===== src/logic/pag_defs.vh =====
// constants for the parameter access guard
`ifndef PAG_DEFS_VH
`define PAG_DEFS_VH
// ****************************************
// parameter numbers
// ****************************************
`define PAG_PN_JOG_SPEED 10'h00F
`define PAG_PN_JOG_RAMP 10'h010
`define PAG_PN_STALL_LVL 10'h016
`define PAG_PN_RUN_KEY_DIR 10'h028
`define PAG_PN_STALL2_CUR 10'h030
`define PAG_PN_RESET_SEL 10'h04B
`define PAG_PN_WR_POLICY 10'h04D
`define PAG_PN_ROT_INHIBIT 10'h04E
`define PAG_PN_OP_MODE 10'h04F
`define PAG_PN_VISIBILITY 10'h0A0
`define PAG_PN_IN_TERM_LO 10'h0B2
`define PAG_PN_IN_TERM_HI 10'h0B6
`define PAG_PN_OUT_TERM_A 10'h0BE
`define PAG_PN_OUT_TERM_B 10'h0C0
`define PAG_PN_STOP_BEHAV 10'h0FA
`define PAG_PN_PWD_LEVEL 10'h128
`define PAG_PN_PWD_LOCK 10'h129
`define PAG_PN_CMD_SRC 10'h227
`define PAG_PN_PTC_LEVEL 10'h231
`define PAG_PN_BRAKE_TIME 10'h2E0
`define PAG_PN_PM_BOOST 10'h311
`define PAG_PN_DC_BOOST 10'h31B
`define PAG_PN_CTRL_METHOD 10'h320
`define PAG_PN_CONTRAST 10'h3DF
`define PAG_PN_FAULT_INIT 10'h3E5
`define PAG_PN_AUTO_SET 10'h3E7
`define PAG_SIMPLE_LAST 10'h009
// ****************************************
// values and reset values
// ****************************************
`define PAG_V_NONE 16'h270F
`define PAG_POL_STOP_ONLY 16'h0000
`define PAG_POL_INHIBIT 16'h0001
`define PAG_POL_FREE 16'h0002
`define PAG_ROT_BOTH 16'h0000
`define PAG_ROT_NO_REV 16'h0001
`define PAG_ROT_NO_FWD 16'h0002
`define PAG_VIS_EXTENDED 16'h0000
`define PAG_CMD_SRC_SERIAL 16'h0002
`define PAG_RSEL_NO_PS_MAX 16'h0003
`define PAG_RSEL_RESET 16'h000E
// ****************************************
// encodings
// ****************************************
`define PAG_MODE_KEYPAD 2'h0
`define PAG_MODE_EXT 2'h1
`define PAG_MODE_NET 2'h2
`define PAG_SRC_PANEL 2'h0
`define PAG_SRC_UNIT 2'h1
`define PAG_SRC_SERIAL 2'h2
`endif


===== src/logic/pag_guard.v =====
// parameter access guard: write policy, rotation inhibit, visibility, panel stop
//
// Contract
// - policy 0: writes only while stopped in keypad mode.
// - policy 1: all writes refused, reads still served.
// - policy 1: parameter clear and all-parameter clear refused.
// - policy 1: fixed exception set still writable.
// - policy 2: writes accepted in every mode, running or stopped.
// - policy 2: listed parameters still refused while running.
// - write policy parameter writable in any mode and run state.
// - policy and rotation inhibit settable only with extended visibility.
// - rotation inhibit 0 both, 1 no reverse, 2 no forward.
// - rotation inhibit gates keys, start terminals and serial commands.
// - visibility default shows simple subset; zero shows all to units.
// - visibility changeable during operation, even under stop-only policy.
// - serial reads see everything unless command source selection is two.
// - with external unit fitted, jog and contrast count as simple.
// - panel stop also cleared by power reset or fault-clear input.
// - keypad stop in external mode ramps down even if coasting chosen.
// - keypad mode: stop from non-selected unit enters panel stop.
// - source selection default: external unit wins over built-in panel.
// - reset selection 0..3: no panel stop, stop key only in keypad mode.
`include "pag_defs.vh"
module pag_guard (
   // clock and reset
   input wire core_clk,
   input wire srst,
   // parameter access request
   input wire req_valid,
   input wire req_write,
   input wire req_clear,
   input wire req_all_clear,
   input wire [1:0] req_src,
   input wire [9:0] req_pnum,
   input wire [15:0] req_wdata,
   // access answer
   output reg rsp_valid_r,
   output reg rsp_err_r,
   output reg [15:0] rsp_rdata_r,
   // outer parameter store
   input wire [15:0] store_rdata,
   output reg store_we_r,
   output reg [9:0] store_pnum_r,
   output reg [15:0] store_wdata_r,
   output reg param_clear_r,
   output reg all_clear_r,
   // drive status
   input wire motor_running,
   input wire [1:0] op_mode,
   input wire unit_fitted,
   input wire fault_clear_input,
   // direction command sources
   input wire panel_fwd_key,
   input wire panel_rev_key,
   input wire unit_fwd_key,
   input wire unit_rev_key,
   input wire forward_start_input,
   input wire reverse_start_input,
   input wire comm_fwd_cmd,
   input wire comm_rev_cmd,
   // stop and mode keys
   input wire panel_stop_key,
   input wire unit_stop_key,
   input wire panel_mode_key,
   input wire unit_mode_key,
   // drive commands
   output reg run_fwd_r,
   output reg run_rev_r,
   output reg stop_ramp_r,
   output reg stop_coast_r,
   output reg panel_stop_state_r,
   output reg unit_is_source_r,
   // held parameters
   output reg [15:0] write_protect_policy_r,
   output reg [15:0] rotation_inhibit_select_r,
   output reg [15:0] parameter_visibility_select_r,
   output reg [15:0] keypad_command_source_select_r,
   output reg [15:0] stop_behaviour_select_r,
   output reg [15:0] reset_and_stop_select_r
);
   // ****************************************
   // classification
   // ****************************************
   wire exempt;
   wire run_locked;
   wire any_time;
   wire simple;
   pag_param_class u_class (
      .pnum(req_pnum),
      .unit_fitted(unit_fitted),
      .exempt(exempt),
      .run_locked(run_locked),
      .any_time(any_time),
      .simple(simple)
   );
   // ****************************************
   // access decision
   // ****************************************
   reg is_held;
   reg [15:0] held_val;
   reg visible;
   reg value_ok;
   reg wr_ok;
   reg clr_ok;
   reg ext_vis;
   reg stopped_keypad;
   always @* begin
      ext_vis = (parameter_visibility_select_r == `PAG_VIS_EXTENDED);
      stopped_keypad = !motor_running && (op_mode == `PAG_MODE_KEYPAD);
      is_held = 1'b1;
      held_val = 16'h0000;
      case (req_pnum)
         `PAG_PN_RESET_SEL: held_val = reset_and_stop_select_r;
         `PAG_PN_WR_POLICY: held_val = write_protect_policy_r;
         `PAG_PN_ROT_INHIBIT: held_val = rotation_inhibit_select_r;
         `PAG_PN_VISIBILITY: held_val = parameter_visibility_select_r;
         `PAG_PN_STOP_BEHAV: held_val = stop_behaviour_select_r;
         `PAG_PN_CMD_SRC: held_val = keypad_command_source_select_r;
         default: is_held = 1'b0;
      endcase
      // serial reads ignore visibility unless serial owns keypad commands
      if (req_src == `PAG_SRC_SERIAL) begin
         visible = simple || ext_vis ||
            (keypad_command_source_select_r != `PAG_CMD_SRC_SERIAL);
      end else begin
         visible = simple || ext_vis;
      end
      // policy, rotation inhibit and visibility writes are range checked; the other held values are taken as written
      case (req_pnum)
         `PAG_PN_WR_POLICY: value_ok = (req_wdata <= `PAG_POL_FREE);
         `PAG_PN_ROT_INHIBIT: value_ok = (req_wdata <= `PAG_ROT_NO_FWD);
         `PAG_PN_VISIBILITY: value_ok = (req_wdata == `PAG_VIS_EXTENDED) || (req_wdata == `PAG_V_NONE);
         default: value_ok = 1'b1;
      endcase
      if (write_protect_policy_r == `PAG_POL_INHIBIT) begin
         wr_ok = exempt;
      end else if (write_protect_policy_r == `PAG_POL_FREE) begin
         wr_ok = !(motor_running && run_locked);
      end else begin
         wr_ok = stopped_keypad || any_time;
      end
      if (req_pnum == `PAG_PN_WR_POLICY) begin
         wr_ok = 1'b1;
      end
      if ((req_pnum == `PAG_PN_WR_POLICY) || (req_pnum == `PAG_PN_ROT_INHIBIT)) begin
         wr_ok = wr_ok && ext_vis;
      end
      wr_ok = wr_ok && visible && value_ok;
      // all-parameter clear is never allowed while the motor turns
      if (write_protect_policy_r == `PAG_POL_INHIBIT) begin
         clr_ok = 1'b0;
      end else if (write_protect_policy_r == `PAG_POL_FREE) begin
         clr_ok = !motor_running;
      end else begin
         clr_ok = stopped_keypad;
      end
   end
   wire is_clr = req_clear || req_all_clear;
   wire acc_write = req_valid && !is_clr && req_write && wr_ok;
   // ****************************************
   // request handling and held parameters
   // ****************************************
   always @(posedge core_clk) begin
      if (srst) begin
         rsp_valid_r <= 1'b0;
         rsp_err_r <= 1'b0;
         rsp_rdata_r <= 16'h0000;
         store_we_r <= 1'b0;
         store_pnum_r <= 10'h000;
         store_wdata_r <= 16'h0000;
         param_clear_r <= 1'b0;
         all_clear_r <= 1'b0;
         write_protect_policy_r <= `PAG_POL_STOP_ONLY;
         rotation_inhibit_select_r <= `PAG_ROT_BOTH;
         parameter_visibility_select_r <= `PAG_V_NONE;
         keypad_command_source_select_r <= `PAG_V_NONE;
         stop_behaviour_select_r <= `PAG_V_NONE;
         reset_and_stop_select_r <= `PAG_RSEL_RESET;
      end else begin
         rsp_valid_r <= req_valid;
         rsp_err_r <= 1'b0;
         rsp_rdata_r <= 16'h0000;
         store_we_r <= 1'b0;
         param_clear_r <= 1'b0;
         all_clear_r <= 1'b0;
         if (req_valid) begin
            if (is_clr) begin
               if (clr_ok) begin
                  param_clear_r <= req_clear && !req_all_clear;
                  all_clear_r <= req_all_clear;
                  // cleared drive settings fall back to their reset values
                  rotation_inhibit_select_r <= `PAG_ROT_BOTH;
                  stop_behaviour_select_r <= `PAG_V_NONE;
                  keypad_command_source_select_r <= `PAG_V_NONE;
                  if (req_all_clear) begin
                     write_protect_policy_r <= `PAG_POL_STOP_ONLY;
                     parameter_visibility_select_r <= `PAG_V_NONE;
                     reset_and_stop_select_r <= `PAG_RSEL_RESET;
                  end
               end else begin
                  rsp_err_r <= 1'b1;
               end
            end else if (req_write) begin
               if (!wr_ok) begin
                  rsp_err_r <= 1'b1;
               end else if (is_held) begin
                  case (req_pnum)
                     `PAG_PN_RESET_SEL: reset_and_stop_select_r <= req_wdata;
                     `PAG_PN_WR_POLICY: write_protect_policy_r <= req_wdata;
                     `PAG_PN_ROT_INHIBIT: rotation_inhibit_select_r <= req_wdata;
                     `PAG_PN_VISIBILITY: parameter_visibility_select_r <= req_wdata;
                     `PAG_PN_STOP_BEHAV: stop_behaviour_select_r <= req_wdata;
                     default: keypad_command_source_select_r <= req_wdata;
                  endcase
               end
            end else if (!visible) begin
               rsp_err_r <= 1'b1;
            end else begin
               rsp_rdata_r <= is_held ? held_val : store_rdata;
            end
         end
         if (acc_write && !is_held) begin
            store_we_r <= 1'b1;
            store_pnum_r <= req_pnum;
            store_wdata_r <= req_wdata;
         end
      end
   end
   // ****************************************
   // command source and rotation inhibit
   // ****************************************
   reg unit_src;
   reg want_fwd;
   reg want_rev;
   reg fwd_allowed;
   reg rev_allowed;
   always @* begin
      // default selection: a fitted external unit takes priority over the panel
      unit_src = unit_fitted && (keypad_command_source_select_r == `PAG_V_NONE);
      case (op_mode)
         `PAG_MODE_KEYPAD: begin
            if (keypad_command_source_select_r == `PAG_CMD_SRC_SERIAL) begin
               want_fwd = comm_fwd_cmd;
               want_rev = comm_rev_cmd;
            end else if (unit_src) begin
               want_fwd = unit_fwd_key;
               want_rev = unit_rev_key;
            end else begin
               want_fwd = panel_fwd_key;
               want_rev = panel_rev_key;
            end
         end
         `PAG_MODE_EXT: begin
            want_fwd = forward_start_input;
            want_rev = reverse_start_input;
         end
         default: begin
            want_fwd = comm_fwd_cmd;
            want_rev = comm_rev_cmd;
         end
      endcase
      fwd_allowed = (rotation_inhibit_select_r != `PAG_ROT_NO_FWD);
      rev_allowed = (rotation_inhibit_select_r != `PAG_ROT_NO_REV);
   end
   // ****************************************
   // panel stop
   // ****************************************
   reg ps_by_unit_r;
   reg ps_enable;
   reg key_stop;
   reg key_from_unit;
   reg enter_ps;
   reg plain_stop;
   reg leave_ps;
   reg starts_on;
   always @* begin
      ps_enable = (reset_and_stop_select_r > `PAG_RSEL_NO_PS_MAX);
      key_stop = panel_stop_key || unit_stop_key;
      key_from_unit = unit_stop_key;
      starts_on = forward_start_input || reverse_start_input;
      enter_ps = 1'b0;
      plain_stop = 1'b0;
      if (key_stop) begin
         if (!ps_enable) begin
            plain_stop = (op_mode == `PAG_MODE_KEYPAD);
         end else if (op_mode != `PAG_MODE_KEYPAD) begin
            enter_ps = 1'b1;
         end else if (key_from_unit != unit_src) begin
            enter_ps = 1'b1;
         end else begin
            plain_stop = 1'b1;
         end
      end
      // only the unit that made the stop may release it, once stopped with starts off
      leave_ps = panel_stop_state_r && !motor_running && !starts_on &&
         (ps_by_unit_r ? unit_mode_key : panel_mode_key);
   end
   always @(posedge core_clk) begin
      if (srst) begin
         panel_stop_state_r <= 1'b0;
         ps_by_unit_r <= 1'b0;
         stop_ramp_r <= 1'b0;
         stop_coast_r <= 1'b0;
         run_fwd_r <= 1'b0;
         run_rev_r <= 1'b0;
         unit_is_source_r <= 1'b0;
      end else begin
         unit_is_source_r <= unit_src;
         if (fault_clear_input) begin
            panel_stop_state_r <= 1'b0;
         end else if (enter_ps && !panel_stop_state_r) begin
            panel_stop_state_r <= 1'b1;
            ps_by_unit_r <= key_from_unit;
         end else if (leave_ps) begin
            panel_stop_state_r <= 1'b0;
         end
         // a panel stop in external mode always ramps, whatever the stop setting
         if (enter_ps || (panel_stop_state_r && !leave_ps && !fault_clear_input)) begin
            stop_ramp_r <= (op_mode == `PAG_MODE_EXT) ||
               (stop_behaviour_select_r == `PAG_V_NONE);
            stop_coast_r <= (op_mode != `PAG_MODE_EXT) &&
               (stop_behaviour_select_r != `PAG_V_NONE);
         end else begin
            stop_ramp_r <= plain_stop && (stop_behaviour_select_r == `PAG_V_NONE);
            stop_coast_r <= plain_stop && (stop_behaviour_select_r != `PAG_V_NONE);
         end
         // both directions at once resolve to no run; held off during a stop
         if (panel_stop_state_r || enter_ps || plain_stop) begin
            run_fwd_r <= 1'b0;
            run_rev_r <= 1'b0;
         end else begin
            run_fwd_r <= want_fwd && !want_rev && fwd_allowed;
            run_rev_r <= want_rev && !want_fwd && rev_allowed;
         end
      end
   end
endmodule // pag_guard


===== src/logic/pag_param_class.v =====
// classifies a parameter number into the access-policy lists
`include "pag_defs.vh"
module pag_param_class (
   // query
   input wire [9:0] pnum,
   input wire unit_fitted,
   // classes
   output reg exempt,
   output reg run_locked,
   output reg any_time,
   output reg simple
);
   always @* begin
      // writable even with writes inhibited
      exempt = (pnum == `PAG_PN_STALL_LVL) || (pnum == `PAG_PN_RESET_SEL) ||
         (pnum == `PAG_PN_WR_POLICY) || (pnum == `PAG_PN_OP_MODE) ||
         (pnum == `PAG_PN_VISIBILITY) || (pnum == `PAG_PN_PWD_LEVEL) ||
         (pnum == `PAG_PN_PWD_LOCK) || (pnum == `PAG_PN_FAULT_INIT);
      // refused while running under the free write policy
      run_locked = (pnum == `PAG_PN_RUN_KEY_DIR) || (pnum == `PAG_PN_STALL2_CUR) ||
         (pnum == `PAG_PN_OP_MODE) ||
         ((pnum >= `PAG_PN_IN_TERM_LO) && (pnum <= `PAG_PN_IN_TERM_HI)) ||
         (pnum == `PAG_PN_OUT_TERM_A) || (pnum == `PAG_PN_OUT_TERM_B) ||
         (pnum == `PAG_PN_PTC_LEVEL) || (pnum == `PAG_PN_BRAKE_TIME) ||
         (pnum == `PAG_PN_PM_BOOST) || (pnum == `PAG_PN_DC_BOOST) ||
         (pnum == `PAG_PN_CTRL_METHOD) || (pnum == `PAG_PN_AUTO_SET);
      // policy and visibility may change in any mode, running or not
      any_time = (pnum == `PAG_PN_WR_POLICY) || (pnum == `PAG_PN_VISIBILITY);
      simple = (pnum <= `PAG_SIMPLE_LAST) || (pnum == `PAG_PN_VISIBILITY);
      if (unit_fitted && ((pnum == `PAG_PN_JOG_SPEED) || (pnum == `PAG_PN_JOG_RAMP) ||
         (pnum == `PAG_PN_CONTRAST))) begin
         simple = 1'b1;
      end
   end
endmodule // pag_param_class


===== config.mk =====
export PLATFORM = sky130hd
export DESIGN_NAME = pag_guard
export DESIGN_NICKNAME = d
export VERILOG_FILES = /design/src/logic/pag_guard.v /design/src/logic/pag_param_class.v
export VERILOG_INCLUDE_DIRS = /design/src /design/src/logic
export SDC_FILE = /design/constraint.sdc
export NUM_CORES = 1
export LEC_CHECK = 0
export BUFFER_PORTS_ARGS = -buffer_cell sky130_fd_sc_hd__buf_4
export CAP_MARGIN = 20
export CORE_UTILIZATION = 40
export CTS_CLUSTER_SIZE = 8
export DETAILED_ROUTE_END_ITERATION = 8
export GPL_TIMING_DRIVEN = 0
export PLACE_DENSITY_LB_ADDON = 0.08
export SLEW_MARGIN = 40
export SYNTH_ARGS = -nofsm -noshare
export SYNTH_HDL_FRONTEND = slang
export SYNTH_SLANG_ARGS = --single-unit

===== constraint.sdc =====
create_clock -name core_clk -period 5.3 [get_ports core_clk]
set_clock_uncertainty 0.15 [all_clocks]
set_input_delay 0.265 -clock core_clk [delete_from_list [all_inputs] [get_ports core_clk]]
set_output_delay 0.265 -clock core_clk [all_outputs]
set_load 0.05 [all_outputs]

**Yosys cells after proc, flatten, opt, wreduce, memory -nomap -nowiden**

Cells that the tools add are included.

- Word-level logic and storage cells: 246
- Register bits: 150

- Order comparisons: 5
- Bitwise gates (word level): 5
- Eq/ne operators: 41
- Reductions and logical operators: 99
- Muxes and demuxes: 75

Operator list:

| cell | count |
|---|---|
| 16-bit two-way mux | 39 |
| 16-bit one-hot mux with 6 select lines | 1 |
| 10-bit == test, second input constant | 9 |
| 16-bit by 14-bit == test with 1-bit output, second input constant | 3 |
| 10-bit by 7-bit == test with 1-bit output, second input constant | 4 |
| 10-bit by 8-bit == test with 1-bit output, second input constant | 4 |
| 1-bit logical OR | 34 |
| 16-bit by 2-bit == test with 1-bit output, second input constant | 2 |
| 16-bit zero test | 2 |
| 1-bit two-way mux | 32 |
| 16-bit by 2-bit != test with 1-bit output, second input constant | 2 |
| 1-bit logical AND | 26 |
| 7-bit AND reduction | 3 |
| 10-bit by 5-bit == test with 1-bit output, second input constant | 2 |
| 10-bit by 6-bit == test with 1-bit output, second input constant | 2 |
| 10-bit by 9-bit == test with 1-bit output, second input constant | 2 |
| 2-bit nonzero test | 10 |
| 6-bit AND reduction | 3 |
| 16-bit by 1-bit == test with 1-bit output, second input constant | 1 |
| 16-bit by 2-bit greater-than comparator with 1-bit output, second input constant | 1 |
| 16-bit by 2-bit less-or-equal comparator with 1-bit output, second input constant | 1 |
| 16-bit by 1-bit != test with 1-bit output, second input constant | 1 |
| 16-bit by 14-bit != test with 1-bit output, second input constant | 1 |
| 1-bit zero test | 11 |
| other kinds (17) | 29 |

**Depth between registers and ports, before layout**

Gate-level depths: netlist of run 1.

- Depth after elaboration: 24
- Mapped depth: 13
- Mapped depth without buffers: 9

**Modules after synthesis**

Synthesis of run 1 repeated with hierarchy kept, for this count alone.

- Cell total of the unflattened synthesis: 782
- Area total of the unflattened synthesis: 7066.8 µm²

By module, submodules not included:

| module | seq. area each (µm²) | cells each | times used | area an instance (µm²) |
|---|---|---|---|---|
| pag_guard | 3002.9 | 713 | 1 | 6608.8 |
| pag_param_class | 0.0 | 69 | 1 | 457.9 |

**Worst setup path before layout of run 1**

OpenSTA, ideal clock, no wires.

- Path type: reg-to-reg
- Start point: register write_protect_policy_r[1]
- End point: register reset_and_stop_select_r[1]
- Data arrival time: 2.723 ns
- Period minus slack after synthesis: 3.000 ns
- Cell stages (with the launch flop): 12
- Setup slack: 2.300 ns
- Required time: 5.023 ns
- Cell sequence: dfxtp_1 -> nor4b_1 -> nand4_1 -> a21oi_1 -> nor2b_1 -> a22oi_1 -> nor2b_1 -> o21a_1 -> and3_1 -> buf_2 -> buf_2 -> a22oi_1

- Cells in the longest elaborated chain, start to end: 10
- Elaborated cells between the ends (all ways): 14

RTL lines:

| what | line | text |
|---|---|---|
| start: declaration | pag_guard.v:74 | `output reg [15:0] write_protect_policy_r,` |
| start signal: assignment | pag_guard.v:173 | `` write_protect_policy_r <= `PAG_POL_STOP_ONLY; `` |
| start signal: assignment | pag_guard.v:196 | `` write_protect_policy_r <= `PAG_POL_STOP_ONLY; `` |
| start signal: assignment | pag_guard.v:209 | `` `PAG_PN_WR_POLICY: write_protect_policy_r <= req_wdata; `` |
| 16-bit by 2-bit == test with 1-bit output (no source line) | n/a |  |
| 1-bit two-way mux | pag_guard.v:137 | `` end else if (write_protect_policy_r == `PAG_POL_FREE) begin `` |
| 1-bit two-way mux | pag_guard.v:135 | `` if (write_protect_policy_r == `PAG_POL_INHIBIT) begin `` |
| 1-bit two-way mux | pag_guard.v:142 | `` if (req_pnum == `PAG_PN_WR_POLICY) begin `` |
| 1-bit logical AND | pag_guard.v:146 | `wr_ok = wr_ok && ext_vis;` |
| 1-bit two-way mux | pag_guard.v:145 | `` if ((req_pnum == `PAG_PN_WR_POLICY) \|\| (req_pnum == `PAG_PN_ROT_INHIBIT)) begin `` |
| 1-bit logical AND (2 in series) | pag_guard.v:148 | `wr_ok = wr_ok && visible && value_ok;` |
| 2-bit nonzero test (no source line) | n/a |  |
| 7-bit AND reduction (no source line) (*) | n/a |  |
| end signal: assignment | pag_guard.v:178 | `` reset_and_stop_select_r <= `PAG_RSEL_RESET; `` |
| end signal: assignment | pag_guard.v:198 | `` reset_and_stop_select_r <= `PAG_RSEL_RESET; `` |
| end signal: assignment | pag_guard.v:208 | `` `PAG_PN_RESET_SEL: reset_and_stop_select_r <= req_wdata; `` |
| end: declaration | pag_guard.v:79 | `output reg [15:0] reset_and_stop_select_r` |

Every way passes the cells marked *; elsewhere a longest branch is shown, timed or not.
A chain may end at the register's enable or synchronous reset.

**Worst setup path after layout of run 1**

- Start point: register write_protect_policy_r[11]
- End point: register reset_and_stop_select_r[12]

Same word-level chain as after synthesis.

==> results of run 1 <==
## registers in the layout, indices dropped and copies added (netlist names), 10 cells and up
name,count
store_wdata_r,16
write_protect_policy_r,16
keypad_command_source_select_r,16
parameter_visibility_select_r,16
store_pnum_r,10
rotation_inhibit_select_r,16
stop_behaviour_select_r,16
reset_and_stop_select_r,16
rsp_rdata_r,16
## repair_timing
item	4_1_cts	5_1_grt
hold buffers	31	0
resized for setup	0	0
endpoints found under the hold margin	38	0
## power by group through the flow
stage	combinational (W)	sequential [W]	clock [W]
floorplan	0.0000743	0.00117	0
global route	0.000212	0.00113	0.00136
CTS	0.000196	0.00113	0.00130
detailed placement	0.000177	0.00116	0
finish	0.000198	0.00113	0.00130
global placement	0.000176	0.00116	0
## final cells by class
class                      instances  area (µm²)
buffer                            55         290
clock buffer                      23         498
clock inverter                     9         139
fill                            1507        6600
inverter                          11        41.3
multi-input combinational        524        3360
sequential                       150        3000
tap                              216         270
timing repair buffer             244        1910
## path summary, 6_finish.rpt
| check | end | slack [ps] | depth (start not counted) |
|---|---|---|---|
| setup reg to reg | reset_and_stop_select_r[12] | 1460 | 11 |
| hold / removal | store_pnum_r[9] | 20 | 3 |
| hold reg to reg | store_wdata_r[7] | 350 | 2 |
| setup / recovery | reset_and_stop_select_r[12] | 1460 | 11 |
## worst max-delay path, delay by kind of cell, from the launching register on
| kind | cells | cell delay, ps |
|---|---|---|
| AND/OR/NAND/NOR | 5 | 1910 |
| flip-flops | 1 | 340 |
| AO/OA/AOI/OAI | 4 | 940 |
| buffers and inverters | 2 | 430 |
## cells by family (layout without fill, tap and decap cells)
family	Yosys count	count (layout)	share of synthesized area, %
xor+xnor	2	2	0.262
buf+inv	66	342	4.97
flops	150	150	45.0
simple gates	333	333	27.5
mux	30	30	4.52
compound gates	159	159	17.7
## through the flow
step / total power (W) / setup slack [ps]
after CTS: 0.00263 / 1570
after detailed placement: 0.00133 / 1590
after global routing: 0.00270 / 1310
final: 0.00263 / 1460
after floorplan: 0.00124 / 2300
after global placement: 0.00133 / 1330
## synthesized netlist by cell type (3+ instances only)
cell                         n
sky130_fd_sc_hd__a21oi_1    20
sky130_fd_sc_hd__nand2_1    39
sky130_fd_sc_hd__a221oi_1   16
sky130_fd_sc_hd__a22o_1     28
sky130_fd_sc_hd__and4_1      3
sky130_fd_sc_hd__nor4bb_1    3
sky130_fd_sc_hd__inv_1      11
sky130_fd_sc_hd__a31oi_1    23
sky130_fd_sc_hd__or3_1       4
sky130_fd_sc_hd__buf_6       4
sky130_fd_sc_hd__nor3_1     40
sky130_fd_sc_hd__nand3_1    48
sky130_fd_sc_hd__nand4_1    18
sky130_fd_sc_hd__dfxtp_1   150
sky130_fd_sc_hd__buf_2      13
sky130_fd_sc_hd__nor3b_1     4
sky130_fd_sc_hd__o21bai_1   11
sky130_fd_sc_hd__nor2_1     60
sky130_fd_sc_hd__or2_2       3
sky130_fd_sc_hd__o21a_1     11
sky130_fd_sc_hd__a22oi_1    21
sky130_fd_sc_hd__or4_1       3
sky130_fd_sc_hd__clkbuf_1   32
sky130_fd_sc_hd__nand2b_1   11
sky130_fd_sc_hd__o21ai_0     6
sky130_fd_sc_hd__and2_1     41
sky130_fd_sc_hd__nor4b_1     5
sky130_fd_sc_hd__nor2b_1     8
sky130_fd_sc_hd__and3_1      4
sky130_fd_sc_hd__mux2i_1    29
sky130_fd_sc_hd__nor4_1     25
## routing by layer
layer,track usage [%],wire length (µm),vias up
met5,0,0,-
li1,-,-,3273
met4,13.1,834,0
met1,38.3,10900,3193
met3,6.71,1970,47
met2,43.1,10800,318
==> impl_metrics.py, run 1 <==
metrics = {
    "placement": {
        "gpl.final_weighted_congestion": 0.910,
        "place_inst": 1169,
        "detailed_place_hpwl_mm": 18.4,
        "port_buffers": 212,
        "placed_area_mm2": 0.00856,
    },
    "pwr": {
        "static_leakage_nw": 3.99,
        "net_switching_power_figure_w": 0.000607,
        "vdd.ir_drop.worst_uv": 208,
        "power_per_cell_area_mw_per_mm2": 276,
        "clockPowerShare_pct": 49.3,
        "cell_internal_pwr_w": 0.00202,
        "switching_portion_of_total_power_pct": 23.1,
        "power.share.sequential_pct": 43.1,
        "combPwrFrac_pct": 7.5,
    },
    "timing": {
        "fin_crit_ps": 3840,
        "max-slew-margin-rel_pct": 46.5,
        "timing_hold_violations_final": 0,
        "worst_hold_slack_ps": 15.1,
        "tightestPinTransition_ps": 792,
        "setup-violations-final": 0,
        "finalCritPeriodShare_pct": 72.4,
        "rsz0062_at_grt": "false",
        "timing.setup.tns_ps": 0,
        "final_max_slew_viol_count": 0,
        "maxClockFrequency_mhz": 261,
    },
    "cts": {
        "worst_setup_hold_path_clk_slew_ps": 60,
        "clock_buffers_created_by_tritoncts": 17,
        "tritoncts": "done",
        "ctsRootBufferMaster": "sky130_fd_sc_hd__clkbuf_16",
        "cts.sink_count": 150,
        "cts_htree_levels": 4,
        "cts.path.max_buffers": 2,
        "post_cts_buffers": 0,
        "clk_latency_ps": 430,
    },
    "setup_path": {
        "critPathLaunch": "write_protect_policy_r[11]",
        "cp_slowest_cell": "sky130_fd_sc_hd__nor4_1",
        "startpoint_type": "flop",
        "timing.critical_path.to_type": "flop",
        "setup.worst_path.class": "reg2reg",
        "highest_cell_delay_on_the_worst_timing_path_ps": 520,
        "cp.arrival_ps": 4060,
        "data_required_time_at_the_worst_endpoint_ps": 5520,
        "worstPathCellList": "nor4_1 > nand4_1 > a21oi_1 > nor2b_1 > a22oi_1 > nor2b_1 > o21a_1 > and3_1 > buf_2 > buf_2 > a22o_1",
        "worstPathMaxFanout": 10,
        "worst_r2r_startpoint": "write_protect_policy_r[11]",
    },
    "synth": {
        "synth_area_per_cell_um2": 9.02,
        "yosys_warnings": 0,
        "synth.cell_area_mm2": 0.00668,
        "postSynth.topFlopCell": "sky130_fd_sc_hd__dfxtp_1",
        "synth-seq-area-share_pct": 45.0,
        "postSynthRegisterBits": 150,
        "postSynthNetCount": 807,
        "synth_async_sr_flop_share_pct": 0,
        "synth_top_cells_by_area": "sky130_fd_sc_hd__dfxtp_1 45%, sky130_fd_sc_hd__mux2i_1 4.3%, sky130_fd_sc_hd__and2_1 3.8%, sky130_fd_sc_hd__a22o_1 3.7%, sky130_fd_sc_hd__nand3_1 3.6%",
        "netlist-cell-type-count": 67,
        "netlist.top_cell.by_area": "sky130_fd_sc_hd__dfxtp_1",
        "synthCells": 740,
        "synth_largest_type_area_fraction_pct": 45.0,
        "synth_enable_flop_cells": 0,
    },
    "global_routing": {
        "overflow": 0,
        "grt_first_pass_wirelength_mm": 37.9,
        "via_count_of_the_first_global_routing_pass": 6490,
        "pin_count_of_the_biggest_net_entering_global_routing": 17,
        "antenna_found_initial": 0,
        "grt_use_total_pct": 28.5,
    },
    "die": {
        "initial_core_util_pct": 41.4,
        "dieArea_mm2": 0.0172,
        "io-pin-count": 216,
        "core-area_mm2": 0.0161,
        "die_w_um": 131,
        "placement_rows": 46,
        "die_outline_height_um": 131,
    },
    "detailed_routing": {
        "remaining_drc_errors": 0,
        "route.final.wire_length_mm": 24.5,
        "detail_route.vias_per_cell": 5.54,
        "avgRoutedWirePerCell_um": 19.9,
        "detailroute.via_count": 6831,
        "first_iter_violations": 574,
        "drt_first_pass_iters": 7,
        "final_antenna_net_count": 0,
    },
    "layout": {
        "final_design_area_no_fill_mm2": 0.00951,
        "insertedDiodeCount": 0,
        "post_route_cells_drive_above_1_share_pct": 28.1,
        "area_growth_pct": 42.5,
        "final_core_utilization_pct": 59.0,
        "layout.cells.non_filler": 1232,
        "mostFrequentLayoutCell": "sky130_fd_sc_hd__buf_4",
        "design.final.nets": 1070,
        "commonest_cells_after_routing_fill_and_taps_aside": "213 x sky130_fd_sc_hd__buf_4, 150 x sky130_fd_sc_hd__dfxtp_1, 60 x sky130_fd_sc_hd__nor2_1",
    },
    "hold_path": {
        "hold_path.startpoint": "req_pnum[9]",
        "hold_path.class": "in2reg",
    },
    "job": {
        "max_cap_viol_count": 0,
    },
    "status": {
        "run_status": "completed",
    },
}
(Power assumes the default switching activity.)
==> run 2: changes to the inputs <==
==> constraint.sdc (replaced) <==
create_clock -name core_clk -period 4 [get_ports core_clk]
set_clock_uncertainty 0.15 [all_clocks]
set_input_delay 0.2 -clock core_clk [delete_from_list [all_inputs] [get_ports core_clk]]
set_output_delay 0.2 -clock core_clk [all_outputs]
set_load 0.05 [all_outputs]
==> run 2 against run 1 <==
Net effect: final cell count up 0.65%; first-iteration DRC count down 11%; total power up 33%; global-route usage up 0.15 points; critical path depth unchanged; setup slack worse by 1300 ps; sequential share of layout area down 0.26 points; via count up 0.92%; wire length up 0.62%; sequential cell count unchanged; utilization up 0.50 points; register-to-register slack worse by 1300 ps.
==> impl_metrics.py, run 2 (synthesis results as in run 1) <==
metrics = {
    "pwr": {
        "power_per_cell_area_mw_per_mm2": 363,
        "cell_internal_pwr_w": 0.00268,
        "vdd.ir_drop.worst_uv": 271,
        "combPwrFrac_pct": 7.7,
        "static_leakage_nw": 4.03,
        "net_switching_power_figure_w": 0.000803,
        "power.share.sequential_pct": 43.1,
        "switching_portion_of_total_power_pct": 23.0,
        "clockPowerShare_pct": 49.2,
    },
    "layout": {
        "insertedDiodeCount": 0,
        "design.final.nets": 1078,
        "mostFrequentLayoutCell": "sky130_fd_sc_hd__buf_4",
        "post_route_cells_drive_above_1_share_pct": 27.9,
        "commonest_cells_after_routing_fill_and_taps_aside": "213 x sky130_fd_sc_hd__buf_4, 150 x sky130_fd_sc_hd__dfxtp_1, 60 x sky130_fd_sc_hd__nor2_1",
        "filler_cell_count": 1496,
        "final_design_area_no_fill_mm2": 0.00959,
        "area_growth_pct": 43.7,
    },
    "timing": {
        "tightestPinTransition_ps": 754,
        "finalCritPeriodShare_pct": 95.3,
        "max-slew-margin-rel_pct": 49.1,
        "fin_crit_ps": 3810,
        "rsz0062_at_grt": "false",
        "timing.setup.tns_ps": 0,
        "timing_hold_violations_final": 0,
        "setup-violations-final": 0,
        "maxClockFrequency_mhz": 262,
        "final_max_slew_viol_count": 0,
    },
    "placement": {
        "port_buffers": 212,
        "detailed_place_hpwl_mm": 18.4,
        "placed_area_mm2": 0.00856,
        "gpl.final_weighted_congestion": 0.910,
    },
    "global_routing": {
        "via_count_of_the_first_global_routing_pass": 6575,
        "overflow": 0,
        "pin_count_of_the_biggest_net_entering_global_routing": 17,
        "grt_use_total_pct": 28.6,
        "grt_first_pass_wirelength_mm": 38.1,
        "antenna_found_initial": 0,
    },
    "die": {
        "die_w_um": 131,
        "io-pin-count": 216,
        "die_outline_height_um": 131,
        "initial_core_util_pct": 41.4,
        "core-area_mm2": 0.0161,
        "placement_rows": 46,
        "dieArea_mm2": 0.0172,
    },
    "setup_path": {
        "data_required_time_at_the_worst_endpoint_ps": 4220,
        "cp.arrival_ps": 4030,
        "setup.worst_path.class": "reg2reg",
        "worstPathCellList": "nor4_1 > nand4_1 > a21oi_1 > nor2b_1 > a22oi_1 > nor2b_1 > o21a_1 > and3_1 > buf_2 > buf_2 > a22o_1",
        "timing.critical_path.to_type": "flop",
        "startpoint_type": "flop",
        "cp_slowest_cell": "sky130_fd_sc_hd__nor4_1",
        "worstPathMaxFanout": 10,
        "highest_cell_delay_on_the_worst_timing_path_ps": 510,
    },
    "hold_path": {
        "hold_path.class": "in2reg",
    },
    "cts": {
        "clock_buffers_created_by_tritoncts": 17,
        "cts.sink_count": 150,
        "cts.path.max_buffers": 2,
        "cts_htree_levels": 4,
        "ctsRootBufferMaster": "sky130_fd_sc_hd__clkbuf_16",
        "clk_latency_ps": 420,
        "tritoncts": "done",
        "worst_setup_hold_path_clk_slew_ps": 60,
    },
    "detailed_routing": {
        "detailroute.via_count": 6894,
        "remaining_drc_errors": 0,
        "drt_first_pass_iters": 6,
        "detail_route.vias_per_cell": 5.56,
        "avgRoutedWirePerCell_um": 19.9,
        "final_antenna_net_count": 0,
        "route.final.wire_length_mm": 24.6,
        "first_iter_violations": 508,
    },
    "status": {
        "run_status": "completed",
    },
    "job": {
        "max_cap_viol_count": 0,
    },
}
==> run 2: cell types whose count changed in the layout (fill, tap and decap cells not counted), sizes merged <==
cell | before | now
dlygate4sd3 | 31 | 39
==> run 2: worst max-delay path: cells and delay by family, from the launching register on <==
family                 cells  cell delay, ps
flip-flops                 1             340
buffers and inverters      2             420
AO/OA/AOI/OAI              4             940
AND/OR/NAND/NOR            5            1900
==> run 2: power groups by stage <==
stage | clock network (W) | registers (W) | logic, W
3_3_place_gp | 0 | 0.00153 | 0.000233
2_1_floorplan | 0 | 0.00155 | 0.0000985
6_report | 0.00171 | 0.00150 | 0.000269
4_1_cts | 0.00173 | 0.00150 | 0.000265
5_1_grt | 0.00180 | 0.00150 | 0.000287
3_5_place_dp | 0 | 0.00153 | 0.000234
==> run 2: cell type report <==
type                            count  area [µm²]  area share, %
Timing Repair Buffer              252        1990           20.7
Clock buffer                       23         498           5.19
Clock inverter                      9         139           1.45
Sequential cell                   150        3000           31.3
Tap cell                          216         270           2.82
Multi-Input combinational cell    524        3360           35.1
Buffer                             55         290           3.03
Inverter                           11        41.3          0.430
==> run 2: metal layers <==
metal / up-vias / GRT usage (%) / share of wire, %
li1: 3291 / - / -
met1: 3232 / 38.2 / 44
met3: 50 / 6.83 / 8.2
met5: - / 0 / 0
met4: 0 / 13.7 / 3.6
met2: 321 / 43.3 / 44
==> run 2: final timing paths <==
kind                                    from                           to  slack (ps)  cells past startpoint
hold reg to reg              store_pnum_r[6]              store_pnum_r[6]         350                      2
setup reg to reg  write_protect_policy_r[11]  reset_and_stop_select_r[12]         190                     11
setup / recovery  write_protect_policy_r[11]  reset_and_stop_select_r[12]         190                     11
hold / removal                     req_write                    rsp_err_r          40                      4
==> run 2: per-stage QoR <==
stage	total power (W)	worst slack, ps	cells	utilization (%)	hold WS [ps]
floorplan	0.00165	1000	740	-	126
global placement	0.00177	93.2	1168	53.0	244
detailed placement	0.00177	288	1169	53.1	250
CTS	0.00349	270	1240	59.5	24.3
global route	0.00358	13.0	1240	59.5	74.8
finish	0.00348	189	1240	59.5	35.2
==> run 2: what timing repair did <==
item | 4_1_cts | 5_1_grt
hold buffers | 39 | 0
endpoints found under the hold margin | 78 | 0
setup buffers | 0 | 0
resized for setup | 0 | 0
